$ cat src/hdl/msf_params.svh
// constants of the marine sentence framer: rates, limits and character codes
`ifndef MSF_PARAMS_SVH
`define MSF_PARAMS_SVH

// ----------------------------------------
// clock and bit rates
// ----------------------------------------
`define MSF_CLK_HZ 20000000
`define MSF_BAUD_STD 4800
`define MSF_BAUD_HS 38400

// ----------------------------------------
// sentence limits
// ----------------------------------------
`define MSF_MAX_CHARS 80
`define MSF_FRAME_OVH 4
`define MSF_TALKER_LEN 2
`define MSF_FIFO_DEPTH 4

// ----------------------------------------
// character codes
// ----------------------------------------
`define MSF_CH_DOLLAR 8'h24
`define MSF_CH_BANG 8'h21
`define MSF_CH_STAR 8'h2a
`define MSF_CH_COMMA 8'h2c
`define MSF_CH_CR 8'h0d
`define MSF_CH_LF 8'h0a
`define MSF_CH_VALID 8'h41
`define MSF_CH_INVALID 8'h56

`endif

$ cat src/hdl/msf_pkg.sv
// types shared by the marine sentence framer modules
package msf_pkg;
	typedef enum logic [1:0] {
		MSF_K_DATA = 2'h0,
		MSF_K_SEP = 2'h1,
		MSF_K_END = 2'h2
	} msf_kind_t;

	typedef struct packed {
		msf_kind_t kind;
		logic [7:0] ch;
	} msf_word_t;

	typedef enum logic [1:0] {
		MSF_ST_NONE = 2'h0,
		MSF_ST_VALID = 2'h1,
		MSF_ST_INVALID = 2'h2
	} msf_status_t;
endpackage

$ cat src/hdl/msf_stream_if.sv
// valid/ready stream carrier between the framer and its queue
`timescale 1ns/1ps
interface msf_stream_if #(parameter int W = 10);
	logic valid;
	logic ready;
	logic [W-1:0] data;
	modport src(output valid, output data, input ready);
	modport snk(input valid, input data, output ready);
endinterface // msf_stream_if

$ cat src/hdl/msf_fifo.sv
// small synchronous fifo with valid/ready on both sides
`timescale 1ns/1ps
module msf_fifo #(
	parameter int W = 10,
	parameter int DEPTH = 4
) (
	input wire logic clock_i,
	input wire logic resetn_i,
	msf_stream_if.snk in_s,
	msf_stream_if.src out_s
);
	localparam int AW = (DEPTH > 1) ? $clog2(DEPTH) : 1;
	localparam int CW = $clog2(DEPTH + 1);

	logic [W-1:0] mem [DEPTH];
	logic [AW-1:0] wr_r;
	logic [AW-1:0] rd_r;
	logic [CW-1:0] cnt_r;
	logic push;
	logic pull;

	assign in_s.ready = (cnt_r != CW'(DEPTH));
	assign out_s.valid = (cnt_r != '0);
	assign out_s.data = mem[rd_r];
	assign push = in_s.valid && in_s.ready;
	assign pull = out_s.valid && out_s.ready;

	always_ff @(posedge clock_i) begin
		if (push) begin
			mem[wr_r] <= in_s.data;
		end
	end

	always_ff @(posedge clock_i) begin
		if (!resetn_i) begin
			wr_r <= '0;
			rd_r <= '0;
			cnt_r <= '0;
		end else begin
			if (push) begin
				wr_r <= (wr_r == AW'(DEPTH - 1)) ? '0 : wr_r + 1'b1;
			end
			if (pull) begin
				rd_r <= (rd_r == AW'(DEPTH - 1)) ? '0 : rd_r + 1'b1;
			end
			cnt_r <= cnt_r + CW'(push) - CW'(pull);
		end
	end
endmodule // msf_fifo

$ cat src/hdl/msf_top.sv
// marine sentence framer: builds and checks delimited, checksummed ascii sentences
// Operation
// [RL1] characters are 8 data bits, no parity, one stop, at 4800 bit/s
// [RL2] same format at 38400 bit/s, speed selectable between the two
// [RL3] single talker per link; receiver only listens, never drives the line
// [RL4] sentences open with dollar or bang and close with cr then lf
// [RL5] at most 80 characters before cr lf; longer ones rejected
// [RL6] transmitter keeps items on one line, separated by commas
// [RL7] receiver finds fields by counting commas only
// [RL8] numeric fields of any digit count are accepted
// [RL9] empty field is reported absent, not an error
// [RL10] checksum always appended on send and required on receive
// [RL11] checksum is xor of all characters between start and asterisk
// [RL12] start character never enters the checksum
// [RL13] one-character status field: A valid, V invalid
// [RL14] hex fields carry fixed digit count, most significant first
// [RL15] fixed-number field is integer with fixed digit count
// [RL16] first two characters after start name the talker
// [RL17] checksum sent as asterisk plus two uppercase hex, high first
// [RL18] bad checksum or overlong sentence discarded with error flag
// [RL19] lsb first, low start bit, line high when idle
`timescale 1ns/1ps
`include "msf_params.svh"
module msf_top import msf_pkg::*; #(
	parameter int CLK_HZ = `MSF_CLK_HZ,
	parameter int BIT_STD = (CLK_HZ + `MSF_BAUD_STD / 2) / `MSF_BAUD_STD,
	parameter int BIT_HS = (CLK_HZ + `MSF_BAUD_HS / 2) / `MSF_BAUD_HS,
	parameter int FIFO_DEPTH = `MSF_FIFO_DEPTH
) (
	input wire logic clock_i,
	input wire logic resetn_i,
	input wire logic hs_sel_i,
	input wire logic [7:0] tx_data_i,
	input wire msf_kind_t tx_kind_i,
	input wire logic tx_valid_i,
	output logic tx_ready_o,
	input wire logic tx_bang_i,
	output logic tx_line_o,
	output logic tx_busy_o,
	output logic tx_trunc_o,
	input wire logic rx_line_i,
	output logic [7:0] rx_char_o,
	output logic [6:0] rx_field_o,
	output logic rx_char_valid_o,
	output logic rx_fld_done_o,
	output logic [6:0] rx_fld_len_o,
	output logic rx_fld_empty_o,
	output logic rx_fld_num_o,
	output msf_status_t rx_fld_status_o,
	output logic [15:0] rx_talker_o,
	output logic [7:0] rx_sum_o,
	output logic rx_ok_o,
	output logic rx_err_o
);
	localparam int CW = $clog2(BIT_STD + 1);
	localparam logic [6:0] BODY_MAX = 7'(`MSF_MAX_CHARS - `MSF_FRAME_OVH);

	typedef enum {TS_IDLE, TS_BODY, TS_STAR, TS_HI, TS_LO, TS_CR, TS_LF} msf_tx_state_t;
	typedef enum {RP_HUNT, RP_BODY, RP_HI, RP_LO, RP_CR, RP_LF} msf_rp_state_t;

	// ----------------------------------------
	// helpers
	// ----------------------------------------
	function automatic logic [7:0] hex_ch(input logic [3:0] n);
		hex_ch = (n < 4'ha) ? (8'h30 + {4'h0, n}) : (8'h37 + {4'h0, n});
	endfunction

	function automatic logic is_hex(input logic [7:0] c);
		is_hex = (c >= 8'h30 && c <= 8'h39) || (c >= 8'h41 && c <= 8'h46);
	endfunction

	function automatic logic [3:0] hex_val(input logic [7:0] c);
		hex_val = (c <= 8'h39) ? c[3:0] : 4'(c[3:0] + 4'h9);
	endfunction

	function automatic logic is_start(input logic [7:0] c);
		is_start = (c == `MSF_CH_DOLLAR) || (c == `MSF_CH_BANG);
	endfunction

	// ----------------------------------------
	// transmit queue
	// ----------------------------------------
	msf_stream_if #(.W($bits(msf_word_t))) txq_in ();
	msf_stream_if #(.W($bits(msf_word_t))) txq_out ();

	msf_word_t qw;
	logic pop;

	assign txq_in.valid = tx_valid_i;
	assign txq_in.data = {tx_kind_i, tx_data_i};
	assign tx_ready_o = txq_in.ready;
	assign txq_out.ready = pop;
	assign qw = msf_word_t'(txq_out.data);

	msf_fifo #(.W($bits(msf_word_t)), .DEPTH(FIFO_DEPTH)) u_txq (
		.clock_i(clock_i),
		.resetn_i(resetn_i),
		.in_s(txq_in),
		.out_s(txq_out)
	);

	// ----------------------------------------
	// transmit serialiser
	// ----------------------------------------
	logic [CW-1:0] bit_len;
	logic [CW-1:0] tcnt_r;
	logic [9:0] tsh_r;
	logic [3:0] tnb_r;
	logic tbusy_r;
	logic tick;
	logic load;
	logic [7:0] tch;

	assign bit_len = hs_sel_i ? CW'(BIT_HS) : CW'(BIT_STD); // RL2
	assign tick = tbusy_r && (tcnt_r == bit_len - 1'b1);
	assign tx_line_o = tsh_r[0]; // RL3

	always_ff @(posedge clock_i) begin
		if (!resetn_i) begin
			tsh_r <= '1;
			tnb_r <= '0;
			tbusy_r <= 1'b0;
			tcnt_r <= '0;
		end else if (load) begin
			tsh_r <= {1'b1, tch, 1'b0}; // RL19 RL1
			tnb_r <= '0;
			tbusy_r <= 1'b1;
			tcnt_r <= '0;
		end else if (tick) begin
			tcnt_r <= '0;
			tsh_r <= {1'b1, tsh_r[9:1]};
			tnb_r <= tnb_r + 1'b1;
			if (tnb_r == 4'h9) begin
				tbusy_r <= 1'b0;
			end
		end else if (tbusy_r) begin
			tcnt_r <= tcnt_r + 1'b1;
		end
	end

	// ----------------------------------------
	// transmit sentence builder
	// ----------------------------------------
	msf_tx_state_t ts_r;
	logic [7:0] tsum_r;
	logic [6:0] tlen_r;
	logic tfull;

	// payload beyond the limit is dropped so the closing stays intact
	assign tfull = (tlen_r >= BODY_MAX); // RL5
	assign tx_busy_o = (ts_r != TS_IDLE) || tbusy_r;

	always_comb begin
		load = 1'b0;
		pop = 1'b0;
		tch = 8'h00;
		if (!tbusy_r) begin
			unique case (ts_r)
				TS_IDLE: begin
					load = txq_out.valid;
					tch = tx_bang_i ? `MSF_CH_BANG : `MSF_CH_DOLLAR; // RL4
				end
				TS_BODY: begin
					pop = txq_out.valid;
					if (qw.kind == MSF_K_DATA) begin
						load = txq_out.valid && !tfull;
						tch = qw.ch;
					end else if (qw.kind == MSF_K_SEP) begin
						load = txq_out.valid && !tfull;
						tch = `MSF_CH_COMMA; // RL6
					end
				end
				TS_STAR: begin
					load = 1'b1;
					tch = `MSF_CH_STAR; // RL10
				end
				TS_HI: begin
					load = 1'b1;
					tch = hex_ch(tsum_r[7:4]); // RL17
				end
				TS_LO: begin
					load = 1'b1;
					tch = hex_ch(tsum_r[3:0]); // RL17
				end
				TS_CR: begin
					load = 1'b1;
					tch = `MSF_CH_CR;
				end
				TS_LF: begin
					load = 1'b1;
					tch = `MSF_CH_LF; // RL4
				end
			endcase
		end
	end

	always_ff @(posedge clock_i) begin
		if (!resetn_i) begin
			ts_r <= TS_IDLE;
			tsum_r <= '0;
			tlen_r <= '0;
			tx_trunc_o <= 1'b0;
		end else begin
			tx_trunc_o <= 1'b0;
			unique case (ts_r)
				TS_IDLE: begin
					tsum_r <= '0; // RL12
					tlen_r <= '0;
					if (load) begin
						ts_r <= TS_BODY;
					end
				end
				TS_BODY: begin
					if (load) begin
						tsum_r <= tsum_r ^ tch; // RL11
						tlen_r <= tlen_r + 1'b1;
					end
					if (pop && qw.kind == MSF_K_END) begin
						ts_r <= TS_STAR;
					end else if (pop && !load) begin
						tx_trunc_o <= 1'b1;
					end
				end
				TS_STAR: ts_r <= load ? TS_HI : TS_STAR;
				TS_HI: ts_r <= load ? TS_LO : TS_HI;
				TS_LO: ts_r <= load ? TS_CR : TS_LO;
				TS_CR: ts_r <= load ? TS_LF : TS_CR;
				TS_LF: ts_r <= load ? TS_IDLE : TS_LF;
			endcase
		end
	end

	// ----------------------------------------
	// receive path
	// ----------------------------------------
	logic [7:0] rb;
	logic rb_v;
	logic rb_ferr;

	msf_uart_rx #(.BIT_STD(BIT_STD), .BIT_HS(BIT_HS)) u_rx (
		.clock_i(clock_i),
		.resetn_i(resetn_i),
		.hs_i(hs_sel_i),
		.line_i(rx_line_i),
		.byte_o(rb),
		.byte_valid_o(rb_v),
		.frame_err_o(rb_ferr)
	);

	msf_rp_state_t rp_r;
	logic [7:0] rsum_r;
	logic [6:0] rlen_r;
	logic [6:0] flen_r;
	logic fnum_r;
	logic [7:0] fch_r;
	logic [3:0] rhi_r;
	logic fld_end;

	assign fld_end = rb_v && rp_r == RP_BODY && (rb == `MSF_CH_COMMA || rb == `MSF_CH_STAR);

	// field boundaries come only from separators, never from column positions
	always_ff @(posedge clock_i) begin
		if (!resetn_i) begin
			rx_char_o <= '0;
			rx_field_o <= '0;
			rx_char_valid_o <= 1'b0;
			rx_fld_done_o <= 1'b0;
			rx_fld_len_o <= '0;
			rx_fld_empty_o <= 1'b0;
			rx_fld_num_o <= 1'b0;
			rx_fld_status_o <= MSF_ST_NONE;
			flen_r <= '0;
			fnum_r <= 1'b1;
			fch_r <= '0;
		end else begin
			rx_char_valid_o <= 1'b0;
			rx_fld_done_o <= 1'b0;
			if (rb_v && is_start(rb)) begin
				rx_field_o <= '0;
				flen_r <= '0;
				fnum_r <= 1'b1;
			end else if (fld_end) begin
				rx_fld_done_o <= 1'b1;
				rx_fld_len_o <= flen_r;
				rx_fld_empty_o <= (flen_r == '0); // RL9
				rx_fld_num_o <= fnum_r && (flen_r != '0); // RL8 RL15
				if (flen_r == 7'h1 && fch_r == `MSF_CH_VALID) begin
					rx_fld_status_o <= MSF_ST_VALID; // RL13
				end else if (flen_r == 7'h1 && fch_r == `MSF_CH_INVALID) begin
					rx_fld_status_o <= MSF_ST_INVALID; // RL13
				end else begin
					rx_fld_status_o <= MSF_ST_NONE;
				end
				rx_field_o <= rx_field_o + 1'b1; // RL7
				flen_r <= '0;
				fnum_r <= 1'b1;
			end else if (rb_v && rp_r == RP_BODY) begin
				rx_char_o <= rb;
				rx_char_valid_o <= 1'b1;
				fch_r <= rb;
				flen_r <= flen_r + 1'b1;
				fnum_r <= fnum_r && (rb >= 8'h30 && rb <= 8'h39);
			end
		end
	end

	always_ff @(posedge clock_i) begin
		if (!resetn_i) begin
			rp_r <= RP_HUNT;
			rsum_r <= '0;
			rlen_r <= '0;
			rhi_r <= '0;
			rx_talker_o <= '0;
			rx_sum_o <= '0;
			rx_ok_o <= 1'b0;
			rx_err_o <= 1'b0;
		end else begin
			rx_ok_o <= 1'b0;
			rx_err_o <= 1'b0;
			if (rb_ferr && rp_r != RP_HUNT) begin
				rp_r <= RP_HUNT;
				rx_err_o <= 1'b1;
			end else if (rb_v && is_start(rb)) begin
				// a fresh start aborts any sentence in progress
				rp_r <= RP_BODY; // RL4
				rsum_r <= '0; // RL12
				rlen_r <= '0;
				rx_err_o <= (rp_r != RP_HUNT);
			end else if (rb_v) begin
				unique case (rp_r)
					RP_HUNT: ;
					RP_BODY: begin
						if (rb == `MSF_CH_STAR) begin
							rp_r <= RP_HI;
						end else if (rb == `MSF_CH_CR || rb == `MSF_CH_LF || rlen_r >= BODY_MAX) begin
							rp_r <= RP_HUNT; // RL10 RL5 RL18
							rx_err_o <= 1'b1;
						end else begin
							rsum_r <= rsum_r ^ rb; // RL11
							rlen_r <= rlen_r + 1'b1;
							if (rlen_r < 7'(`MSF_TALKER_LEN)) begin
								rx_talker_o <= {rx_talker_o[7:0], rb}; // RL16
							end
						end
					end
					RP_HI: begin
						rhi_r <= hex_val(rb); // RL14
						rp_r <= is_hex(rb) ? RP_LO : RP_HUNT;
						rx_err_o <= !is_hex(rb);
					end
					RP_LO: begin
						rx_sum_o <= {rhi_r, hex_val(rb)}; // RL14
						rp_r <= is_hex(rb) ? RP_CR : RP_HUNT;
						rx_err_o <= !is_hex(rb);
					end
					RP_CR: begin
						rp_r <= (rb == `MSF_CH_CR) ? RP_LF : RP_HUNT;
						rx_err_o <= (rb != `MSF_CH_CR);
					end
					RP_LF: begin
						rp_r <= RP_HUNT;
						rx_ok_o <= (rb == `MSF_CH_LF) && (rx_sum_o == rsum_r);
						rx_err_o <= !((rb == `MSF_CH_LF) && (rx_sum_o == rsum_r)); // RL18
					end
				endcase
			end
		end
	end
endmodule // msf_top

$ cat src/hdl/msf_uart_rx.sv
// serial character receiver: pin synchroniser and 8N1 deframer
`timescale 1ns/1ps
module msf_uart_rx #(
	parameter int BIT_STD = 4167,
	parameter int BIT_HS = 521
) (
	input wire logic clock_i,
	input wire logic resetn_i,
	input wire logic hs_i,
	input wire logic line_i,
	output logic [7:0] byte_o,
	output logic byte_valid_o,
	output logic frame_err_o
);
	localparam int CW = $clog2(BIT_STD + 1);

	typedef enum {RX_IDLE, RX_START, RX_DATA, RX_STOP} msf_rx_state_t;

	msf_rx_state_t st_r;
	logic s1_r, s2_r, s3_r, lvl_r;
	logic [CW-1:0] cnt_r;
	logic [CW-1:0] bit_len;
	logic [2:0] nbit_r;
	logic [7:0] sh_r;

	assign bit_len = hs_i ? CW'(BIT_HS) : CW'(BIT_STD);

	// ----------------------------------------
	// pin synchroniser; line idles high
	// ----------------------------------------
	always_ff @(posedge clock_i) begin
		if (!resetn_i) begin
			s1_r <= 1'b1;
			s2_r <= 1'b1;
			s3_r <= 1'b1;
			lvl_r <= 1'b1;
		end else begin
			s1_r <= line_i;
			s2_r <= s1_r;
			s3_r <= s2_r;
			if (s2_r == s3_r) begin
				lvl_r <= s3_r;
			end
		end
	end

	// ----------------------------------------
	// deframer: sample mid bit, lsb first
	// ----------------------------------------
	always_ff @(posedge clock_i) begin
		if (!resetn_i) begin
			st_r <= RX_IDLE;
			cnt_r <= '0;
			nbit_r <= '0;
			sh_r <= '0;
			byte_o <= '0;
			byte_valid_o <= 1'b0;
			frame_err_o <= 1'b0;
		end else begin
			byte_valid_o <= 1'b0;
			frame_err_o <= 1'b0;
			unique case (st_r)
				RX_IDLE: begin
					cnt_r <= '0;
					if (!lvl_r) begin
						st_r <= RX_START;
					end
				end
				RX_START: begin
					if (cnt_r == (bit_len >> 1)) begin
						cnt_r <= '0;
						nbit_r <= '0;
						st_r <= lvl_r ? RX_IDLE : RX_DATA;
					end else begin
						cnt_r <= cnt_r + 1'b1;
					end
				end
				RX_DATA: begin
					if (cnt_r == bit_len - 1'b1) begin
						cnt_r <= '0;
						sh_r <= {lvl_r, sh_r[7:1]}; // RL19
						nbit_r <= nbit_r + 1'b1;
						if (nbit_r == 3'h7) begin
							st_r <= RX_STOP;
						end
					end else begin
						cnt_r <= cnt_r + 1'b1;
					end
				end
				RX_STOP: begin
					if (cnt_r == bit_len - 1'b1) begin
						st_r <= RX_IDLE;
						byte_o <= sh_r;
						byte_valid_o <= lvl_r; // RL1
						frame_err_o <= !lvl_r;
					end else begin
						cnt_r <= cnt_r + 1'b1;
					end
				end
			endcase
		end
	end
endmodule // msf_uart_rx
$ cat config.mk
export PLATFORM = sky130hd
export DESIGN_NAME = msf_top
export DESIGN_NICKNAME = d
export VERILOG_FILES = /design/src/hdl/msf_pkg.sv /design/src/hdl/msf_stream_if.sv /design/src/hdl/msf_fifo.sv /design/src/hdl/msf_top.sv /design/src/hdl/msf_uart_rx.sv
export VERILOG_INCLUDE_DIRS = /design/src /design/src/hdl
export SDC_FILE = /design/constraint.sdc
export NUM_CORES = 1
export LEC_CHECK = 0
export ABC_AREA = 1
export BUFFER_PORTS_ARGS = -buffer_cell sky130_fd_sc_hd__buf_2
export CORE_MARGIN = 4
export CORE_UTILIZATION = 38
export DETAILED_ROUTE_END_ITERATION = 6
export PLACE_DENSITY = 0.52
export SLEW_MARGIN = 20
export SYNTH_ARGS = -nofsm -noshare
export SYNTH_HDL_FRONTEND = slang
export SYNTH_SLANG_ARGS = --single-unit
$ cat constraint.sdc
create_clock -name clock_i -period 3.8 [get_ports clock_i]
set_input_delay 0.38 -clock clock_i [delete_from_list [all_inputs] [get_ports clock_i]]
set_output_delay 0.38 -clock clock_i [all_outputs]
set_load 0.03 [all_outputs]
Yosys cells after proc, flatten, opt, wreduce, memory -nomap -nowiden --
Memories as Yosys holds them, arrays and structs flattened. A register that Yosys moved wholly into a read port is not among the register bits. Index checks and enable logic that the tools add are counted.
Operators by class: add/sub/neg operators 18, magnitude comparators 9, equality and inequality tests 50, mux-type cells 81, bitwise logic cells 11, reduce and logical (&&, ||, !) cells 70
Operators by type and width (count):
- $mux W32 | 9
- $eq A32 B2 Y1 const B | 7
- $pmux W32 S7 | 1
- $eq A32 B3 Y1 const B | 5
- $pmux W32 S5 | 1
- $pmux W32 S4 | 1
- $eq A32 B1 Y1 const B | 3
- $logic_not A32 Y1 | 2
- $mux W8 | 8
- $reduce_bool A32 Y1 | 2
- $mux W7 | 8
- $pmux W8 S7 | 1
- $mux W13 | 4
- $pmux W13 S4 | 1
- $eq A8 B6 Y1 const B | 4
- $add A6 B4 Y7 const A | 4
- $add A7 B1 Y7 const B | 4
- $add A13 B1 Y13 const B | 2
- $eq A13 B13 Y1 | 2
- $mux W1 | 22
- $mux W3 | 7
- $mux W2 | 9
- $mux W9 | 2
- $logic_and A1 B1 Y1 | 17
- 55 further kinds | 113
Storage, ports and cells: register bits 265, bits in writable memories 40, input port bits 16, output and inout port bits 58, logic and storage cells 281, memories kept 1
Memories:
- u_txq.mem | depth 4, bits a word 10, read ports 1, clocked after memory_dff 1, write ports 1, RTL line msf_fifo.sv:15 | logic [W-1:0] mem [DEPTH];

Logic depth before layout (Yosys ltp) --
Gate-level depths: netlist of the first run.
depth in word-level cells 10, depth in mapped cells 14, gate-level depth less buffers 13

Cells and area by module --
From an unflattened synthesis of the first run, not the netlist that was laid out.
Unflattened totals: cell total of the unflattened synthesis 1447, area, all modules 10840.4 um2
By module, submodules not included:
- msf_top | times used 1, cells each 1030, area each 6996.7 um2
- msf_fifo | times used 1, cells each 160, area each 1991.9 um2
- msf_uart_rx | times used 1, cells each 257, area each 1851.8 um2

Least setup slack after synthesis of the first run --
OpenSTA, ideal clock, no wires.
kind reg-to-reg, from reg ts_r[0], to reg u_txq.cnt_r[2], arrival 1.975 ns, data required time 3.730 ns, setup slack 1.755 ns, stages on the path, launching flop included 13, path buffers 0, period minus slack after synthesis 2.045 ns, cells stage by stage dfxtp_1 inv_2 nor3_4 nand3_1 inv_2 ha_1 inv_1 ha_1 inv_1 fa_1 inv_1 o21ai_0 a21oi_1
Between the ends: word-level cells in the longest chain between the ends 5
Ends and longest elaborated chain:
- start: declaration | RTL line msf_top.sv:144 | msf_tx_state_t ts_r;
- start signal: assignment | RTL line msf_top.sv:224 | TS_STAR: ts_r <= load ? TS_HI : TS_STAR;
- start signal: assignment | RTL line msf_top.sv:225 | TS_HI: ts_r <= load ? TS_LO : TS_HI;
- start signal: assignment | RTL line msf_top.sv:226 | TS_LO: ts_r <= load ? TS_CR : TS_LO;
- $eq A32 B1 Y1 | RTL line msf_top.sv:158 | unique case (ts_r)
- $mux W1 | RTL line msf_top.sv:158
- $mux W1 | RTL line msf_top.sv:157 | if (!tbusy_r) begin
- $logic_and A1 B1 Y1 | RTL line msf_fifo.sv:26 | assign pull = out_s.valid && out_s.ready;
- via u_txq.pull | RTL line msf_fifo.sv:20 | logic pull;
- $sub A3 B1 Y3 | RTL line msf_fifo.sv:46 | cnt_r <= cnt_r + CW'(push) - CW'(pull);
- end signal: assignment | RTL line msf_fifo.sv:46
- end: declaration | RTL line msf_fifo.sv:18 | logic [CW-1:0] cnt_r;
The timed path passes the listed nets, and every way through them passes these cells. A chain may end at the register's enable or synchronous reset.

==> results of run 1 <==
[layer usage]
metal	track usage	part of all wire	vias to the layer above	routed length, um
met5	0	0	-	0
met4	0.0374	0.019	0	488
met3	0.0303	0.040	32	1020
met2	0.271	0.45	115	11500
met1	0.229	0.50	4055	12800
li1	-	-	4767	-
[cells in the final DEF (no fill, tap or decap), types with 20 or more instances in the layout]
cell type  synthesis  final
nand2_1          339    339
xnor2_1           23     23
edfxtp_1          40     40
nor2_1           146    146
inv_1            169    168
o21ai_1           20     20
ha_1              35     35
dfxtp_1          179    179
nor3_1            25     25
a21oi_1          113    113
clkbuf_16          0     28
nand3_1           94     94
o21ai_0           71     71
buf_2              8     73
[report_power, final]
group,switching [W],internal (W)
clock network,0.000979,0.00156
registers,0.000105,0.00253
logic,0.000887,0.000362
total,0.00197,0.00445
[worst max-delay path: stages (launching register included)]
cell and delay, ns:
dfxtp_1 0.52, inv_2 0.36, nand2_1 0.08, nand2_1 0.07
nand2_1 0.06, nand2_1 0.14, nor2_2 0.06, o21ai_2 0.48
nand2_2 0.16, inv_2 0.13, nand2_2 0.17, a21oi_1 0.19
[worst min-delay path by stage]
| stage | cells after the start | slack (ns) | startpoint | end |
|---|---|---|---|---|
| floorplan | 1 | 0.39 | u_rx.s1_r | u_rx.s2_r |
| global placement | 1 | 0.40 | u_rx.s1_r | u_rx.s2_r |
| detailed placement | 1 | 0.41 | u_rx.s1_r | u_rx.s2_r |
| CTS | 1 | 0.01 | tx_data_i[7] | u_txq.mem[0][7] |
| global route | 1 | 0.03 | tx_kind_i[0] | u_txq.mem[1][8] |
| finish | 1 | 0.05 | tx_data_i[3] | u_txq.mem[3][3] |
[per-stage QoR]
stage	total power [W]	hold WS [ns]	worst slack (ns)	instance area (um2)
3_5_place_dp	0.00394	0.413	1.29	11400
5_1_grt	0.00678	0.0293	0.962	12300
6_report	0.00642	0.0503	1.29	12300
4_1_cts	0.00652	0.0137	1.27	12300
2_1_floorplan	0.00366	0.393	1.75	10800
3_3_place_gp	0.00393	0.397	1.29	11400
[cells by family (layout without fill, tap and decap cells)]
| family | after synthesis | count (layout) | share of synthesized area |
|---|---|---|---|
| AND/OR/NAND/NOR | 678 | 678 | 0.278 |
| flip-flops | 219 | 219 | 0.442 |
| adder cells (fa/ha/maj) | 36 | 36 | 0.0423 |
| buffers and inverters | 231 | 314 | 0.0892 |
| AO/OA/AOI/OAI | 232 | 232 | 0.115 |
| XOR/XNOR | 41 | 41 | 0.0332 |
[sequential cells by signal, indices dropped and copies added (netlist names), 9 cells and up, named ones only]
register     count
u_txq.mem       40
rx_talker_o     16
tcnt_r          13
u_rx.cnt_r      13
tsh_r            9
[layout make-up]
type,count,area (um2),share of cell area
multi-input combinational,987,5070,0.411
sequential,219,4780,0.388
clock buffer,37,774,0.0628
inverter,191,727,0.0589
tap,378,473,0.0383
timing repair buffer,76,388,0.0314
clock inverter,10,118,0.00953
==> metrics.yaml, run 1 <==
hp-class: "primary input to flop"
gr-total-overflow: 0
drt-pass1-iter-count: 5
rsz0062_at_grt: "false"
crit_end: "tcnt_r[7]"
clock_sinks: 219
syn2layout_area_growth_pct: 14.0
syn_inst: 1437
cap_violations: 0
tns_ns: 0
ctsResizeCount: 0
yosysUniqueCellTypes: 51
num_rows: 61
diodes: 0
grt_max_degree: 74
ant_nets: 0
synth_top_area_frac: 0.331
cts_buffer_depth: 3
io-pin-count: 74
final_nets: 1554
worstRegToRegCells: 11
fin_crit_ns: 2.51
cts_hold_repair.buffers: 0
drc: 0
fin_worst_skew_ns: 0.0220
post-synth-top-count-cell: "nand2_1"
finish.utilization: 0.442
cts_made_buffers: 27
cp-end-kind: "flop"
synth_nets: 1489
power.density_nw_per_um2: 520
hold_viol_final: 0
cts_tree: "built"
seq_area_frac_synth: 0.442
vias: 8969
yosys_warnings: 0
vias_per_cell: 4.73
yosys.area.top_type: "dfxtp_1"
ys_top_cells_by_area: "dfxtp_1 (33%), nand2_1 (12%), edfxtp_1 (11%)"
r2r_end: "tcnt_r[7]"
async_reset_ff_frac: 0
power.leakage_nw: 5.16
layout-drive-gt1-share: 0.127
start_util: 0.387
cts-root-buf: "clkbuf_16"
ys_top_cells_by_count: "nand2_1 (339), dfxtp_1 (179), inv_1 (169), nor2_1 (146), a21oi_1 (113)"
io_buffers: 73
ys_ff_latch: 219
antenna_found_initial: 0
grt_pass1_vias: 8764
core_area_um2: 27900
final_max_slew_viol_count: 0
max_freq_mhz: 398
tightest_slew_ns: 0.998
ys.flop_type: "dfxtp_1"
relSlewSlack: 0.332
final_cell_count_no_fill: 1898
clock_latency_ns: 0.54
status: "finished, final reports clean"
synth_area_um2: 10800
clk_pin_slew_ns: 0.06
fillers: 2901
worstPathArrival_ns: 2.96
die_y_um: 177
wirelength_mm: 25.8
crit_type: "flop to flop"
synth_edf_count: 40
r2r_slack_ns: 1.29
setup_violations: 0
die_area_um2: 31200
die_x_um: 177
htree_levels: 1
cp.required_ns: 4.25
post_drt_wl_per_cell_um: 13.6
drt_iter0_markers: 462
dp.cells: 1851
period_share: 0.661
start_kind: "flop"
grt_pass1_wl_mm: 43.4
globalplace.congestion: 0.834
cts_setup_buffers: 0
avgSynthCellArea_um2: 7.53
dp_hpwl_mm: 18.3
ir_drop_v: 0.000361
grtUsageTotal: 0.165
crit_fanout: 21
No activity file was read; power rests on OpenSTA's default activity.
==> run 2, diff against run 1 <==
--- a/config.mk
+++ b/config.mk
@@ -11,7 +11,7 @@
 export CORE_MARGIN = 4
 export CORE_UTILIZATION = 38
 export DETAILED_ROUTE_END_ITERATION = 6
-export PLACE_DENSITY = 0.52
+export PLACE_DENSITY = 0.54
 export SLEW_MARGIN = 20
 export SYNTH_ARGS = -nofsm -noshare
 export SYNTH_HDL_FRONTEND = slang
==> constraint.sdc (replaced) <==
create_clock -name clock_i -period 2.1 [get_ports clock_i]
set_input_delay 0.21 -clock clock_i [delete_from_list [all_inputs] [get_ports clock_i]]
set_output_delay 0.21 -clock clock_i [all_outputs]
set_load 0.03 [all_outputs]
==> run 2 against run 1 <==
Effect of this change: cell area increased by 2.8%; worst setup slack got worse by 1.1 ns; worst hold slack improved by 0.038 ns; largest power group unchanged; power increased by 81%; critical endpoint is now u_txq.cnt_r[2]; via count increased by 2.8%.
==> metrics.yaml, run 2 (same netlist as run 1, synthesis figures left out) <==
fin_crit_ns: 1.95
hold_viol_final: 0
clock_latency_ns: 0.54
grt_pass1_wl_mm: 43.4
relSlewSlack: 0.615
crit_fanout: 5
htree_levels: 1
worstReg2RegStart: "ts_r[2]"
io_buffers: 73
diodes: 0
fin_worst_skew_ns: 0.0133
worstSetupStartpoint: "ts_r[2]"
setup_violations: 0
syn2layout_area_growth_pct: 17.1
grt_pass1_vias: 8528
drt-pass1-iter-count: 4
core_area_um2: 27900
multi_input_area_um2: 5110
post_drt_wl_per_cell_um: 13.6
cts_setup_buffers: 0
drt_iter0_markers: 491
gr-total-overflow: 0
grtUsageTotal: 0.166
ant_nets: 0
rsz0062_at_grt: "false"
largest_reg_flops: 40
start_util: 0.387
cap_violations: 0
worst_slack_ns: 0.152
final_nets: 1597
tns_ns: 0
dp.cells: 1884
dp_slack_ns: 0.0778
min_path_cells: 6
final_max_slew_viol_count: 0
worstRegToRegCells: 11
cts_tree: "built"
power.leakage_nw: 5.34
reg_top3: "u_txq.mem: 40 flops, rx_talker_o: 16 flops"
cp-end-kind: "flop"
globalplace.congestion: 0.855
clock_sinks: 219
seq_area_um2: 4790
grt_max_degree: 74
tightest_slew_ns: 0.576
final_cell_count_no_fill: 1943
period_share: 0.928
worstPathArrival_ns: 2.41
die_y_um: 177
wirelength_mm: 26.3
antenna_found_initial: 0
start_kind: "flop"
hp-class: "primary input to flop"
power.density_nw_per_um2: 915
cts-root-buf: "clkbuf_16"
io-pin-count: 74
dp_hpwl_mm: 18.8
top_register: "u_txq.mem"
hp-start: "tx_valid_i"
vias: 9217
holdWs_ns: 0.0883
ir_drop_v: 0.000672
layout_common_cells: "nand2_1 (338), dfxtp_1 (178), inv_1 (168)"
clk_pin_slew_ns: 0.06
die_area_um2: 31200
cts_made_buffers: 26
status: "finished, final reports clean"
num_rows: 61
vias_per_cell: 4.74
final_common_cell: "nand2_1"
cp.required_ns: 2.56
crit_type: "flop to flop"
max_freq_mhz: 513
cts_buffer_depth: 3
fillers: 2905
layout-drive-gt1-share: 0.144
drc: 0
die_x_um: 177
-- run 2: worst paths after layout --
check | slack (ns) | to
max | 0.15 | u_txq.cnt_r[2]
min | 0.09 | u_txq.cnt_r[0]
max reg2reg | 0.15 | u_txq.cnt_r[2]
min reg2reg | 0.42 | u_rx.s2_r
-- run 2: through the flow --
step                utilization  area [um2]  power (W)
floorplan                     -       10800    0.00662
global placement          0.419       11700    0.00731
detailed placement        0.419       11700    0.00734
CTS                       0.452       12600     0.0117
global route              0.454       12700     0.0123
finish                    0.454       12700     0.0116
-- run 2: cell type report --
type,instances,share of cell area
multi-input cells,987,0.403
repair buffers,120,0.0604
flip-flops and latches,219,0.377
inverters,191,0.0575
well taps,378,0.0373
clock inverters,9,0.00691
clock buffers,39,0.0575
-- run 2: layer usage --
metal / part of all wire / vias to the layer above / global-route usage
met5: 0 / - / 0
met4: 0.016 / 0 / 0.0322
met3: 0.038 / 25 / 0.0271
met2: 0.45 / 126 / 0.266
met1: 0.50 / 4206 / 0.239
li1: - / 4860 / -
-- run 2: repair_timing --
| item | CTS | global route |
|---|---|---|
| gates resized for setup | 0 | 11 |
| hold buffers | 11 | 0 |
| endpoints found under the hold margin | 41 | 0 |
| setup endpoints to repair | 0 | 40 |
-- run 2: report_power, final --
part / leakage (nW) / switching, W / internal (W)
Sequential: 1.81 / 0.000148 / 0.00457
Clock: 0.400 / 0.00178 / 0.00253
Combinational: 3.12 / 0.00173 / 0.000844
Total: 5.34 / 0.00366 / 0.00794
-- run 2: worst max-delay path, stage by stage, from the launching register on --
cell and delay, ns:
dfxtp_1 0.37, nor3_4 0.22, nand3_2 0.10, inv_2 0.10, ha_1 0.23, inv_1 0.06
ha_1 0.12, inv_1 0.05, fa_1 0.35, inv_1 0.07, o21ai_0 0.09, a21oi_1 0.13
==> run 3, diff against run 2 <==
--- a/config.mk
+++ b/config.mk
@@ -11,6 +11,7 @@
 export CORE_MARGIN = 4
 export CORE_UTILIZATION = 38
 export DETAILED_ROUTE_END_ITERATION = 6
+export HOLD_SLACK_MARGIN = 0.15
 export PLACE_DENSITY = 0.54
 export SLEW_MARGIN = 20
 export SYNTH_ARGS = -nofsm -noshare
==> run 3 against run 2 <==
Effect of this change: power barely moved; non-clock buffer count up 3; utilization up 0.11 points; register-to-register slack is essentially flat; worst setup slack better by 0.0021 ns; sequential cell count unchanged; global-route usage hardly changed; maximum frequency rose by 0.11%; clock-buffer cell count is the same; first-iteration DRC count down 6.7%; highest routed layer unchanged.
==> metrics.yaml, run 3 (same netlist as run 1, synthesis figures left out) <==
ir_drop_v: 0.000672
post_drt_wl_per_cell_um: 13.5
grtUsageTotal: 0.166
cts_tree: "built"
grt_max_degree: 74
worstRegToRegCells: 11
final_max_slew_viol_count: 0
clock_sinks: 219
worst_slack_ns: 0.154
relSlewSlack: 0.597
reg_top3: "u_txq.mem: 40 flops, rx_talker_o: 16 flops"
routed-wl-met2_mm: 11.7
fin_crit_ns: 1.95
worstSetupStartpoint: "ts_r[2]"
clk_pin_slew_ns: 0.05
diodes: 0
met3_length_mm: 1.09
cap_violations: 0
rsz0062_at_grt: "false"
start_util: 0.387
cts-root-buf: "clkbuf_16"
layout_common_cells: "nand2_1 (338), dfxtp_1 (178), inv_1 (168)"
vias_per_cell: 4.75
dp_slack_ns: 0.0778
layout-drive-gt1-share: 0.144
top_register: "u_txq.mem"
min_path_cells: 7
core_area_um2: 27900
power.density_nw_per_um2: 913
top_layer: "met4"
num_rows: 61
gr-total-overflow: 0
hold_viol_final: 0
finish.utilization: 0.455
vias: 9244
crit_fanout: 5
final_nets: 1600
wirelength_mm: 26.4
die_x_um: 177
drc: 0
tns_ns: 0
power.leakage_nw: 5.35
fillers: 2901
final_common_cell: "nand2_1"
grt_pass1_vias: 8551
period_share: 0.927
grt_pass1_wl_mm: 43.4
fin_worst_skew_ns: 0.0127
io-pin-count: 74
clock_latency_ns: 0.54
largest_reg_flops: 40
die_area_um2: 31200
cts_buffer_depth: 3
cp-end-kind: "flop"
drt-pass1-iter-count: 4
max_freq_mhz: 514
cp.required_ns: 2.56
hp-start: "hs_sel_i"
io_buffers: 73
hp-class: "primary input to flop"
syn2layout_area_growth_pct: 17.4
globalplace.congestion: 0.855
setup_violations: 0
worstPathArrival_ns: 2.41
worstReg2RegStart: "ts_r[2]"
antenna_found_initial: 0
start_kind: "flop"
tightest_slew_ns: 0.602
htree_levels: 1
die_y_um: 177
status: "finished, final reports clean"
met1_length_mm: 13.2
cts_made_buffers: 26
crit_type: "flop to flop"
ant_nets: 0
dp_hpwl_mm: 18.8
drt_iter0_markers: 458
-- run 3: cell count changes in the layout (fill, tap and decap cells not counted), sizes merged --
cell | before | now
dlygate4sd3 | 11 | 14
-- run 3: metal layers --
metal  track usage  up-vias
met3        0.0271       27
met4        0.0332        0
li1              -     4863
met2         0.266      133
met5             0        -
met1         0.239     4221
-- run 3: repair_timing --
item,CTS,global route
resized for setup,0,11
endpoints found under the setup margin,0,40
hold buffers,14,0
setup buffers,0,0
hold endpoints to repair,47,0
-- run 3: final cells by class --
cell class | count | area, um2 | share of cell area
well taps | 378 | 473 | 0.0372
clock buffers | 39 | 729 | 0.0574
repair buffers | 123 | 796 | 0.0626
inverters | 191 | 729 | 0.0574
multi-input cells | 987 | 5110 | 0.402
flip-flops and latches | 219 | 4790 | 0.377
clock inverters | 9 | 87.6 | 0.00689
-- run 3: stage by stage --
stage,instance area [um2],hold WS [ns],instances,total power (W)
after detailed placement,11700,0.424,1884,0.00734
after global placement,11700,0.422,1884,0.00731
after global routing,12700,0.425,1946,0.0123
final,12700,0.407,1946,0.0116
after floorplan,10800,0.309,1437,0.00662
after CTS,12700,0.380,1946,0.0117
-- run 3: worst max-delay path, cell delays in order (launching register included) --
cell	delay, ns
dfxtp_1	0.37
nor3_4	0.22
nand3_2	0.10
inv_2	0.10
ha_1	0.23
inv_1	0.06
ha_1	0.12
inv_1	0.05
fa_1	0.35
inv_1	0.07
o21ai_0	0.09
a21oi_1	0.13
-- run 3: final timing paths --
path,endpoint,slack (ns)
worst min-delay path,tnb_r[3],0.41
worst max-delay path,u_txq.cnt_r[2],0.15
worst min register to register,u_rx.s2_r,0.42
worst max register to register,u_txq.cnt_r[2],0.15
-- run 3: power breakdown --
group,leakage [nW],internal [W],total [W],switching (W)
Combinational,3.14,0.000848,0.00259,0.00174
Clock,0.400,0.00253,0.00431,0.00178
Sequential,1.81,0.00457,0.00472,0.000148
